==> src/logic/cfl_pkg.sv <==
// cfl_pkg: register offsets, field positions, reset values and carrier types for the critical-fault log trigger
// assumes one clock domain and a byte-wide register port driven by the configuration interface logic
`default_nettype none

package cfl_pkg;

   localparam int unsigned NUM_CH = 12;
   localparam int unsigned ADDR_W = 8;
   localparam int unsigned DATA_W = 8;
   localparam int unsigned RES_W = 8;

   // register byte addresses
   localparam logic [7:0] ADDR_LOG_CONTENT = 8'h47;
   localparam logic [7:0] ADDR_UV_EN_LOW = 8'h48;
   localparam logic [7:0] ADDR_UVOV_EN_MIXED = 8'h49;
   localparam logic [7:0] ADDR_OV_EN_HIGH = 8'h4a;

   // reset values
   localparam logic [7:0] RST_LOG_CONTENT = 8'h00;
   localparam logic [7:0] RST_UV_EN_LOW = 8'h00;
   localparam logic [7:0] RST_UVOV_EN_MIXED = 8'h00;
   localparam logic [7:0] RST_OV_EN_HIGH = 8'h00;

   // field positions
   localparam int unsigned CONTENT_LSB = 0;
   localparam int unsigned CONTENT_W = 2;
   localparam int unsigned MIXED_UV_LSB = 0;
   localparam int unsigned MIXED_UV_W = 4;
   localparam int unsigned MIXED_OV_LSB = 4;
   localparam int unsigned MIXED_OV_W = 4;
   localparam int unsigned HIGH_OV_LSB = 0;
   localparam int unsigned HIGH_OV_W = 8;
   localparam int unsigned LOW_UV_W = 8;
   localparam int unsigned SMALL_CH = 8;

   // log content encodings
   typedef enum logic [1:0] {
      CFL_SAVE_BOTH = 2'h0,
      CFL_SAVE_FLAGS = 2'h1,
      CFL_SAVE_VALUES = 2'h2,
      CFL_SAVE_NONE = 2'h3
   } cfl_content_t;

   // register port request
   typedef struct packed {
      logic wr;
      logic rd;
      logic [ADDR_W-1:0] addr;
      logic [DATA_W-1:0] wdata;
   } cfl_reg_req_t;

   // per-channel comparator results from the deglitched monitor
   typedef struct packed {
      logic [NUM_CH-1:0] uv;
      logic [NUM_CH-1:0] ov;
   } cfl_cmp_t;

   // command handed to the nonvolatile log writer
   typedef struct packed {
      logic store_flags;
      logic store_values;
      logic [NUM_CH-1:0] fail_flags;
      logic [NUM_CH*RES_W-1:0] values;
   } cfl_log_cmd_t;

endpackage : cfl_pkg

`default_nettype wire

==> src/logic/cfl_chan_arm.sv <==
// cfl_chan_arm: one monitored channel's arming and readable fault flag
// assumes comparator pulses are already deglitched and on mclk
`default_nettype none

module cfl_chan_arm (
   // clock and reset
   input wire logic mclk,
   input wire logic nrst,
   // configuration
   input wire logic uv_en,
   input wire logic ov_en,
   input wire logic present,
   // comparator results
   input wire logic uv_hit,
   input wire logic ov_hit,
   // flag clear (write one)
   input wire logic flag_clr,
   // results
   output logic armed_hit,
   output logic flag_r
);

   logic flag_nxt;

   // a comparison counts only while its enable is set and the channel exists
   assign armed_hit = present & ((uv_en & uv_hit) | (ov_en & ov_hit)); // RULE_05 RULE_12 RULE_14

   // set wins over a clear in the same cycle
   always_comb begin
      flag_nxt = flag_r;
      if (flag_clr) begin
         flag_nxt = 1'b0;
      end
      if (armed_hit) begin
         flag_nxt = 1'b1; // RULE_12
      end
   end

   always_ff @(posedge mclk or negedge nrst) begin
      if (!nrst) begin
         flag_r <= 1'b0;
      end else begin
         flag_r <= flag_nxt;
      end
   end

endmodule : cfl_chan_arm

`default_nettype wire

==> src/logic/cfl_trigger.sv <==
// cfl_trigger: log-content select, per-channel critical enables, fault trigger, shutdown and log lock
// assumes a byte register port on mclk, deglitched comparator results on mclk, and a log writer that
// answers each log request with a done pulse; the small variant is chosen by the small_variant input
`default_nettype none

//////////////////////////////////////////////////////////////////////////////////////////////////////////

// Overview of operation
// RULE_01: content 00 stores flags and conversion values
// RULE_02: content 01 stores failure flags only
// RULE_03: content 10 stores conversion values only
// RULE_04: content 11 stores nothing, logger off
// RULE_05: first enable bits arm channels 1-8 undervoltage
// RULE_06: second register low nibble arms 9-12 undervoltage
// RULE_07: second register high nibble arms 1-4 overvoltage
// RULE_08: third register bits 0-6 arm 5-11 overvoltage
// RULE_09: third register bit 7 arms 12 overvoltage
// RULE_10: armed fault kills enables, starts log transfer
// RULE_11: stored log locks logging until software unlocks
// RULE_12: fault flag sets only with matching enable
// RULE_13: enable bits map in regular channel order
// RULE_14: small variant ignores channels 9-12, unused bits
module cfl_trigger (
   // clock and reset
   input wire logic mclk,
   input wire logic nrst,
   // register port
   input wire cfl_pkg::cfl_reg_req_t reg_req,
   output logic [cfl_pkg::DATA_W-1:0] reg_rdata,
   output logic reg_hit,
   // monitor side
   input wire cfl_pkg::cfl_cmp_t cmp,
   input wire logic [cfl_pkg::NUM_CH*cfl_pkg::RES_W-1:0] conv_results,
   input wire logic small_variant,
   // fault flag read and clear
   input wire logic [cfl_pkg::NUM_CH-1:0] flag_clr,
   output logic [cfl_pkg::NUM_CH-1:0] fault_flags,
   // log writer side
   output logic log_req,
   output cfl_pkg::cfl_log_cmd_t log_cmd,
   input wire logic log_done,
   input wire logic log_unlock,
   output logic log_locked,
   output logic log_busy,
   // sequencer side
   output logic seq_shutdown
);

   //////////////////////////////////////////////////////////////////////////////////////////////////////
   // registers

   logic [cfl_pkg::CONTENT_W-1:0] content_r;
   logic [cfl_pkg::LOW_UV_W-1:0] uv_low_r;
   logic [cfl_pkg::DATA_W-1:0] mixed_r;
   logic [cfl_pkg::HIGH_OV_W-1:0] ov_high_r;

   logic wr_content;
   logic wr_low;
   logic wr_mixed;
   logic wr_high;

   // a write to any other address changes nothing
   assign wr_content = reg_req.wr && (reg_req.addr == cfl_pkg::ADDR_LOG_CONTENT);
   assign wr_low = reg_req.wr && (reg_req.addr == cfl_pkg::ADDR_UV_EN_LOW);
   assign wr_mixed = reg_req.wr && (reg_req.addr == cfl_pkg::ADDR_UVOV_EN_MIXED);
   assign wr_high = reg_req.wr && (reg_req.addr == cfl_pkg::ADDR_OV_EN_HIGH);

   // unused upper bits of the content register are never stored
   always_ff @(posedge mclk or negedge nrst) begin
      if (!nrst) begin
         content_r <= cfl_pkg::RST_LOG_CONTENT[cfl_pkg::CONTENT_W-1:0];
      end else if (wr_content) begin
         content_r <= reg_req.wdata[cfl_pkg::CONTENT_LSB +: cfl_pkg::CONTENT_W]; // RULE_14
      end
   end

   always_ff @(posedge mclk or negedge nrst) begin
      if (!nrst) begin
         uv_low_r <= cfl_pkg::RST_UV_EN_LOW;
      end else if (wr_low) begin
         uv_low_r <= reg_req.wdata;
      end
   end

   always_ff @(posedge mclk or negedge nrst) begin
      if (!nrst) begin
         mixed_r <= cfl_pkg::RST_UVOV_EN_MIXED;
      end else if (wr_mixed) begin
         mixed_r <= reg_req.wdata;
      end
   end

   always_ff @(posedge mclk or negedge nrst) begin
      if (!nrst) begin
         ov_high_r <= cfl_pkg::RST_OV_EN_HIGH;
      end else if (wr_high) begin
         ov_high_r <= reg_req.wdata;
      end
   end

   //////////////////////////////////////////////////////////////////////////////////////////////////////
   // read back

   // read data registered; unmapped addresses read zero and drop reg_hit
   logic [cfl_pkg::DATA_W-1:0] rdata_nxt;
   logic hit_nxt;

   always_comb begin
      rdata_nxt = 8'h00;
      hit_nxt = 1'b1;
      unique case (reg_req.addr)
         cfl_pkg::ADDR_LOG_CONTENT: rdata_nxt = {6'h00, content_r};
         cfl_pkg::ADDR_UV_EN_LOW: rdata_nxt = uv_low_r;
         cfl_pkg::ADDR_UVOV_EN_MIXED: rdata_nxt = mixed_r;
         cfl_pkg::ADDR_OV_EN_HIGH: rdata_nxt = ov_high_r;
         default: hit_nxt = 1'b0;
      endcase
   end

   logic [cfl_pkg::DATA_W-1:0] rdata_r;
   logic hit_r;

   // read data stays put between reads so a slow reader can still pick it up
   always_ff @(posedge mclk or negedge nrst) begin
      if (!nrst) begin
         rdata_r <= 8'h00;
      end else if (reg_req.rd) begin
         rdata_r <= rdata_nxt;
      end
   end

   // the hit marker is a single-cycle pulse per read
   always_ff @(posedge mclk or negedge nrst) begin
      if (!nrst) begin
         hit_r <= 1'b0;
      end else begin
         hit_r <= reg_req.rd && hit_nxt;
      end
   end

   assign reg_rdata = rdata_r;
   assign reg_hit = hit_r;

   //////////////////////////////////////////////////////////////////////////////////////////////////////
   // per-channel enables in regular order

   logic [cfl_pkg::NUM_CH-1:0] uv_en;
   logic [cfl_pkg::NUM_CH-1:0] ov_en;
   logic [cfl_pkg::NUM_CH-1:0] present;
   logic [cfl_pkg::NUM_CH-1:0] armed_hit;

   // every enable bit arms its own channel in plain order, so no channel's UV or OV comparison is armed by two bits
   assign uv_en[cfl_pkg::LOW_UV_W-1:0] = uv_low_r; // RULE_05 RULE_13
   assign uv_en[11:8] = mixed_r[cfl_pkg::MIXED_UV_LSB +: cfl_pkg::MIXED_UV_W]; // RULE_06
   assign ov_en[3:0] = mixed_r[cfl_pkg::MIXED_OV_LSB +: cfl_pkg::MIXED_OV_W]; // RULE_07 RULE_13
   assign ov_en[10:4] = ov_high_r[cfl_pkg::HIGH_OV_LSB +: 7]; // RULE_08
   assign ov_en[11] = ov_high_r[7]; // RULE_09

   genvar g;
   generate
      for (g = 0; g < cfl_pkg::NUM_CH; g++) begin : g_ch
         // the small part has no inputs above its channel count
         assign present[g] = !small_variant || (g < cfl_pkg::SMALL_CH); // RULE_14
         cfl_chan_arm u_arm (
            .mclk(mclk),
            .nrst(nrst),
            .uv_en(uv_en[g]),
            .ov_en(ov_en[g]),
            .present(present[g]),
            .uv_hit(cmp.uv[g]),
            .ov_hit(cmp.ov[g]),
            .flag_clr(flag_clr[g]),
            .armed_hit(armed_hit[g]),
            .flag_r(fault_flags[g])
         );
      end
   endgenerate

   //////////////////////////////////////////////////////////////////////////////////////////////////////
   // trigger, shutdown and lock

   typedef enum logic [1:0] {
      CFL_IDLE,
      CFL_REQ,
      CFL_WAIT
   } cfl_state_t;

   cfl_state_t state_r;
   cfl_pkg::cfl_content_t content_sel;
   logic fault_any;
   logic logger_on;
   logic log_start;
   logic store_done;
   logic shutdown_r;
   logic locked_r;

   assign content_sel = cfl_pkg::cfl_content_t'(content_r);
   assign fault_any = |armed_hit;
   assign logger_on = (content_sel != cfl_pkg::CFL_SAVE_NONE); // RULE_04
   // a fault while a log runs or is locked still shuts down, but starts no second log
   assign log_start = (state_r == CFL_IDLE) && fault_any && logger_on && !locked_r; // RULE_10 RULE_11
   assign store_done = (state_r == CFL_WAIT) && log_done;

   // shutdown holds from the first armed fault until reset; the sequencer restarts only after reset
   always_ff @(posedge mclk or negedge nrst) begin
      if (!nrst) begin
         shutdown_r <= 1'b0;
      end else if (fault_any) begin
         shutdown_r <= 1'b1; // RULE_10
      end
   end

   // lock: a finished store wins over an unlock in the same cycle
   always_ff @(posedge mclk or negedge nrst) begin
      if (!nrst) begin
         locked_r <= 1'b0;
      end else if (store_done) begin
         locked_r <= 1'b1; // RULE_11
      end else if (log_unlock) begin
         locked_r <= 1'b0; // RULE_11
      end
   end

   always_ff @(posedge mclk or negedge nrst) begin
      if (!nrst) begin
         state_r <= CFL_IDLE;
      end else begin
         unique case (state_r)
            CFL_IDLE: if (log_start) state_r <= CFL_REQ; // RULE_10 RULE_11
            CFL_REQ: state_r <= CFL_WAIT;
            CFL_WAIT: if (log_done) state_r <= CFL_IDLE;
            // the fourth code is never entered; recover to idle should it appear
            default: state_r <= CFL_IDLE;
         endcase
      end
   end

   //////////////////////////////////////////////////////////////////////////////////////////////////////
   // log command snapshot

   logic store_flags_r;
   logic store_values_r;
   logic [cfl_pkg::NUM_CH-1:0] snap_flags_r;
   logic [cfl_pkg::NUM_CH*cfl_pkg::RES_W-1:0] snap_values_r;

   // the selection is frozen as the log starts, so a later content write cannot alter a running log
   always_ff @(posedge mclk or negedge nrst) begin
      if (!nrst) begin
         store_flags_r <= 1'b0;
         store_values_r <= 1'b0;
      end else if (log_start) begin
         unique case (content_sel)
            cfl_pkg::CFL_SAVE_BOTH: begin
               store_flags_r <= 1'b1; // RULE_01
               store_values_r <= 1'b1; // RULE_01
            end
            cfl_pkg::CFL_SAVE_FLAGS: begin
               store_flags_r <= 1'b1; // RULE_02
               store_values_r <= 1'b0; // RULE_02
            end
            cfl_pkg::CFL_SAVE_VALUES: begin
               store_flags_r <= 1'b0; // RULE_03
               store_values_r <= 1'b1; // RULE_03
            end
            cfl_pkg::CFL_SAVE_NONE: begin
               store_flags_r <= 1'b0; // RULE_04
               store_values_r <= 1'b0; // RULE_04
            end
         endcase
      end
   end

   // flags and results are those of the cycle that armed the log
   always_ff @(posedge mclk or negedge nrst) begin
      if (!nrst) begin
         snap_flags_r <= '0;
      end else if (log_start) begin
         snap_flags_r <= armed_hit; // RULE_01 RULE_02
      end
   end

   always_ff @(posedge mclk or negedge nrst) begin
      if (!nrst) begin
         snap_values_r <= '0;
      end else if (log_start) begin
         snap_values_r <= conv_results; // RULE_01 RULE_03
      end
   end

   //////////////////////////////////////////////////////////////////////////////////////////////////////
   // outputs

   assign log_cmd = {store_flags_r, store_values_r, snap_flags_r, snap_values_r};
   assign seq_shutdown = shutdown_r;
   assign log_locked = locked_r;
   assign log_req = (state_r == CFL_REQ); // RULE_10
   assign log_busy = (state_r != CFL_IDLE);

endmodule : cfl_trigger

`default_nettype wire

==> config.mk <==
export PLATFORM = sky130hd
export DESIGN_NAME = cfl_trigger
export DESIGN_NICKNAME = d
export VERILOG_FILES = /design/src/logic/cfl_pkg.sv /design/src/logic/cfl_chan_arm.sv /design/src/logic/cfl_trigger.sv
export SDC_FILE = /design/constraint.sdc
export NUM_CORES = 1
export LEC_CHECK = 0
export BUFFER_PORTS_ARGS = -buffer_cell sky130_fd_sc_hd__buf_4
export CAP_MARGIN = 5
export CORE_ASPECT_RATIO = 1.5
export CORE_MARGIN = 3
export CORE_UTILIZATION = 25
export DETAILED_ROUTE_END_ITERATION = 12
export GPL_ROUTABILITY_DRIVEN = 0
export GPL_TIMING_DRIVEN = 0
export HOLD_SLACK_MARGIN = 0.05
export PLACE_DENSITY = 0.52
export SYNTH_ARGS = -nofsm -noshare
export SYNTH_HDL_FRONTEND = slang
export SYNTH_SLANG_ARGS = --single-unit
==> constraint.sdc <==
create_clock -name mclk -period 2 [get_ports mclk]
set_input_delay 0.3 -clock mclk [delete_from_list [all_inputs] [get_ports mclk]]
set_output_delay 0.3 -clock mclk [all_outputs]
set_load 0.05 [all_outputs]
==> run summary <==
The run gives 4 as the number of iterations in the first detailed-routing pass. The logs give 0 for the hold violation total from the final report and 1070 for the number of cells in the design after placement. The critical path starts at uv_low_r[2]. The depth of the worst register-to-register path is 6. For this run, the number of Yosys warnings is 0.

The checks that failed: setup timing. The tools report the endpoint kind of the worst setup timing path as a flop. The area growth from synthesis to layout is 54.16%.

The total internal power is 9.278 mW. In the synthesized netlist, the number of instances is 454. By area the synthesized netlist is led by sky130_fd_sc_hd__dfrtp_1, sky130_fd_sc_hd__mux2_1, sky130_fd_sc_hd__mux2_2.

After synthesis, the largest area contributor takes up 61.60% of total cell area. The buffer cell driving the clock tree root was sky130_fd_sc_hd__clkbuf_16. On the worst path, the slowest cell contributes a delay of 0.41 ns. The run gives 25410 µm² as the core footprint.

The total routing usage reported by global routing was 13.97%; the average detailed-routed wire length per instance was 17.27 µm. The overall via count from detail_route was 4799. Buffers placed on the I/O ports in this run total 287. The worst hold path belongs to the class in -> reg. Part of the total power dissipated in combinational logic: 50.9%. The die is 204.1 µm tall. The share of the clock period used by the worst path after layout came out at 105.9%. The clock network burns 19.6% of the power. The cell area power density came out at 1665 nW/µm².

The commonest cells after synthesis are sky130_fd_sc_hd__dfrtp_1, sky130_fd_sc_hd__mux2_1, sky130_fd_sc_hd__inv_1. The fmax is 472.1 MHz, and the final critical path time including I/O delays and setup is 2.118 ns. Dividing the detail-routed via count by the number of cells gives 4.254. Summing the sequential cell areas from Yosys gives 61.60% of the chip area. The logs give 0 for the initial antenna violation count and 87 for the pin count of the biggest net entering global routing. Counting both buffers and inverters, the worst setup path holds a total of 2. The mean instance size in the synthesized netlist is 14.41 µm², and the I/O pin total is 290. The die is 138.1 µm wide.

The count of standard-cell rows came out at 71. For this run, the post-layout net count is 942. The run gives 0.42 ns as the insertion delay of the later-clocked pin in the worst-skew pair. Setup violations remaining at the end of the flow were counted as 99. The number of clock sinks seen by CTS came out at 161. The initial utilization of the core area, before any placement, comes to 25.74%. Critical path's top delay family: compound AO/OA/AOI/OAI gates. The number of nets handed over by synthesis was 609. For the worst setup path, the data required time is 2.29 ns.

Synthesis instantiated 33 different standard cells from the library. The critical path startpoint category was a flop. The run gives 4.903 nW as the leakage power of the design. For the final hold slack, the log shows 0.08929 ns. For the pin with the worst max-slew slack, the measured transition is 0.6120 ns. The DRC violation count after routing was 0.

In this run, synthesis inferred 0 flip-flops with an integrated enable. Leading register cell type out of synthesis: sky130_fd_sc_hd__dfrtp_1. The first global-routing pass estimated 30.56 mm of wire. Yosys instantiated no cell more often than sky130_fd_sc_hd__dfrtp_1.

The tools report the sequential cell fraction of total power as 29.5%. The flow ran to the end, but the final reports show violations. The tools report the max-slew violation count as 0. The signal on the critical path passes through a22oi_2 -> nand4_1 -> o31ai_4 -> buf_12 -> buf_8 -> mux2_1.

For the final database, setup skew stands at 0.01461 ns. In this run the deepest clock path goes through 2 buffers. The share of layout cells above drive strength 1 works out to 50.13%.

Number of global-route vias before repair: 5266. The detail route stage leaves a number of antenna-violating nets equal to 0. The arrival time of the worst setup path was 2.41 ns; the maximum fanout count along the critical path was 10.

Global routing finished with a remaining overflow of 0. Summed negative setup slack over all endpoints: -9.405 ns. Synthesis inferred 161 register bits. The max-capacitance violation count was 0; the worst-case register-to-register setup slack was -0.12 ns. The termination of the worst setup path was snap_values_r[16]. The tools report the final cell utilization of the core as 39.68%. Once detailed placement completed, the half-perimeter wirelength came to 15.20 mm. The violation count after the first detailed-routing iteration was 182; the net switching component of the power was 7.513 mW. The highest ir drop seen on vdd was 0.8912 mV; the sum of routed wire length over all layers was 19.48 mm. TritonCTS built the clock tree. The die covers 28180 µm². Counting buffers and inverters, the worst setup path is 6 cells deep. The netlist area before placement was 6540 µm²; the worst max-slew margin expressed relative to the limit was 59.09%.

Type of the setup path with the least slack: reg -> reg. The share of async-settable or async-resettable flops after synthesis works out to 100.0%. Once layout is complete, the cells apart from fillers number 1128. The H-tree was split into 4 levels.

After clock tree synthesis, the clock-pin slew on the worst setup and hold paths is 0.07 ns. The worst register-to-register path ends at snap_values_r[16]. The switching power as a share of total power is 44.74%. The total of fill cells in the finished design came out at 2527. Clock tree synthesis inserted a total of 17 buffers. Summed over all instances, the cell type with the most area after synthesis is sky130_fd_sc_hd__dfrtp_1. Setup repair after global routing could not meet its margin everywhere. The tools report the worst setup margin as -0.1182 ns. The largest individual stage delay along the critical path comes from the cell sky130_fd_sc_hd__dfrtp_1.

The startpoint identified for the worst register-to-register timing path is uv_low_r[2]. The tools report the number of inserted diodes as 0.
-- metrics by stage --
step | cell area [µm²] | setup slack (ns) | power [mW]
after floorplan | 6540 | 0.08711 | 10.75
after global placement | 9105 | -0.7790 | 13.47
after detailed placement | 9140 | -0.8004 | 13.58
after CTS | 10040 | -0.1891 | 17.09
after global routing | 10080 | -0.2151 | 17.64
final | 10080 | -0.1182 | 16.79
-- cell type report --
cell class / instances / area, µm² / area share, %
Timing Repair Buffer: 314 / 2422 / 24.03
Inverter: 34 / 127.6 / 1.266
Buffer: 33 / 306.5 / 3.040
Tap cell: 328 / 410.4 / 4.070
Clock inverter: 12 / 133.9 / 1.328
Sequential cell: 161 / 4029 / 39.96
Multi-Input combinational cell: 226 / 2186 / 21.68
Clock buffer: 20 / 466.7 / 4.629
-- timing repair --
item                       4_1_cts  5_1_grt
hold buffers                    15        0
setup endpoints to repair      135      110
hold endpoints to repair        89        0
resized for setup               21        0
buffers inserted                 6        5
pin swaps                        7        7
-- cell usage in the layout, fill, tap and decap left out, types with 2 or more instances in the layout --
| master | synthesis | routed |
|---|---|---|
| sky130_fd_sc_hd__clkbuf_1 | 6 | 6 |
| sky130_fd_sc_hd__inv_1 | 33 | 33 |
| sky130_fd_sc_hd__dlygate4sd3_1 | 0 | 15 |
| sky130_fd_sc_hd__clkinvlp_4 | 0 | 2 |
| sky130_fd_sc_hd__nand4_1 | 9 | 9 |
| sky130_fd_sc_hd__clkinv_2 | 0 | 3 |
| sky130_fd_sc_hd__clkbuf_16 | 0 | 17 |
| sky130_fd_sc_hd__buf_8 | 8 | 9 |
| sky130_fd_sc_hd__buf_6 | 2 | 3 |
| sky130_fd_sc_hd__dfrtp_1 | 161 | 161 |
| sky130_fd_sc_hd__o21ai_0 | 8 | 8 |
| sky130_fd_sc_hd__and4_1 | 2 | 2 |
| sky130_fd_sc_hd__a21oi_1 | 6 | 6 |
| sky130_fd_sc_hd__buf_4 | 14 | 311 |
| sky130_fd_sc_hd__mux2i_1 | 16 | 16 |
| sky130_fd_sc_hd__nor2_1 | 11 | 11 |
| sky130_fd_sc_hd__o22ai_1 | 13 | 13 |
| sky130_fd_sc_hd__bufinv_16 | 0 | 2 |
| sky130_fd_sc_hd__mux2_1 | 100 | 99 |
| sky130_fd_sc_hd__mux2_2 | 26 | 26 |
| sky130_fd_sc_hd__a22oi_2 | 2 | 12 |
| sky130_fd_sc_hd__clkinv_4 | 0 | 5 |
| sky130_fd_sc_hd__nor2b_1 | 4 | 4 |
| sky130_fd_sc_hd__clkbuf_8 | 0 | 3 |
| sky130_fd_sc_hd__nand3_1 | 7 | 7 |
-- state kept, by name, summed over array words and instances (netlist names) --
name and flops:
store_values_r 1, reg_hit 1, mixed_r 8, uv_low_r 8
snap_values_r 96, store_flags_r 1, state_r 2, g_ch.u_arm.flag_r 12
log_locked 1, snap_flags_r 12, seq_shutdown 1, content_r 2
reg_rdata 8, ov_high_r 8
-- cells by family after synthesis --
family,Yosys count,synth area share [%]
simple gates,40,3.425
compound gates,44,4.515
flops,161,61.60
mux,142,24.14
buf+inv,67,6.313
-- worst min path at each step --
stage / from / endpoint / slack (ns) / cells after the start
6_report: conv_results[79] / snap_values_r[79] / 0.09 / 2
3_3_place_gp: seq_shutdown / seq_shutdown / 0.47 / 1
5_1_grt: conv_results[79] / snap_values_r[79] / 0.07 / 2
2_1_floorplan: nrst / content_r[0] / 0.004 / 0
3_5_place_dp: nrst / snap_values_r[30] / 0.33 / 1
4_1_cts: conv_results[48] / snap_values_r[48] / 0.06 / 2
-- power by group through the flow --
| stage | logic [mW] | clock network [mW] | registers (mW) |
|---|---|---|---|
| final | 8.54 | 3.29 | 4.96 |
| after global routing | 8.96 | 3.57 | 5.11 |
| after CTS | 8.69 | 3.42 | 4.97 |
| after detailed placement | 8.55 | 0 | 5.03 |
| after global placement | 8.49 | 0 | 4.98 |
| after floorplan | 2.04 | 0 | 8.71 |
-- metal layers --
layer | share of wire [%] | global-route usage (%)
met5 | 0 | 0
met1 | 37 | 15.41
met4 | 1.8 | 4.732
met3 | 5.7 | 3.956
met2 | 55 | 25.70
No activity file was read; power rests on OpenSTA's default activity.
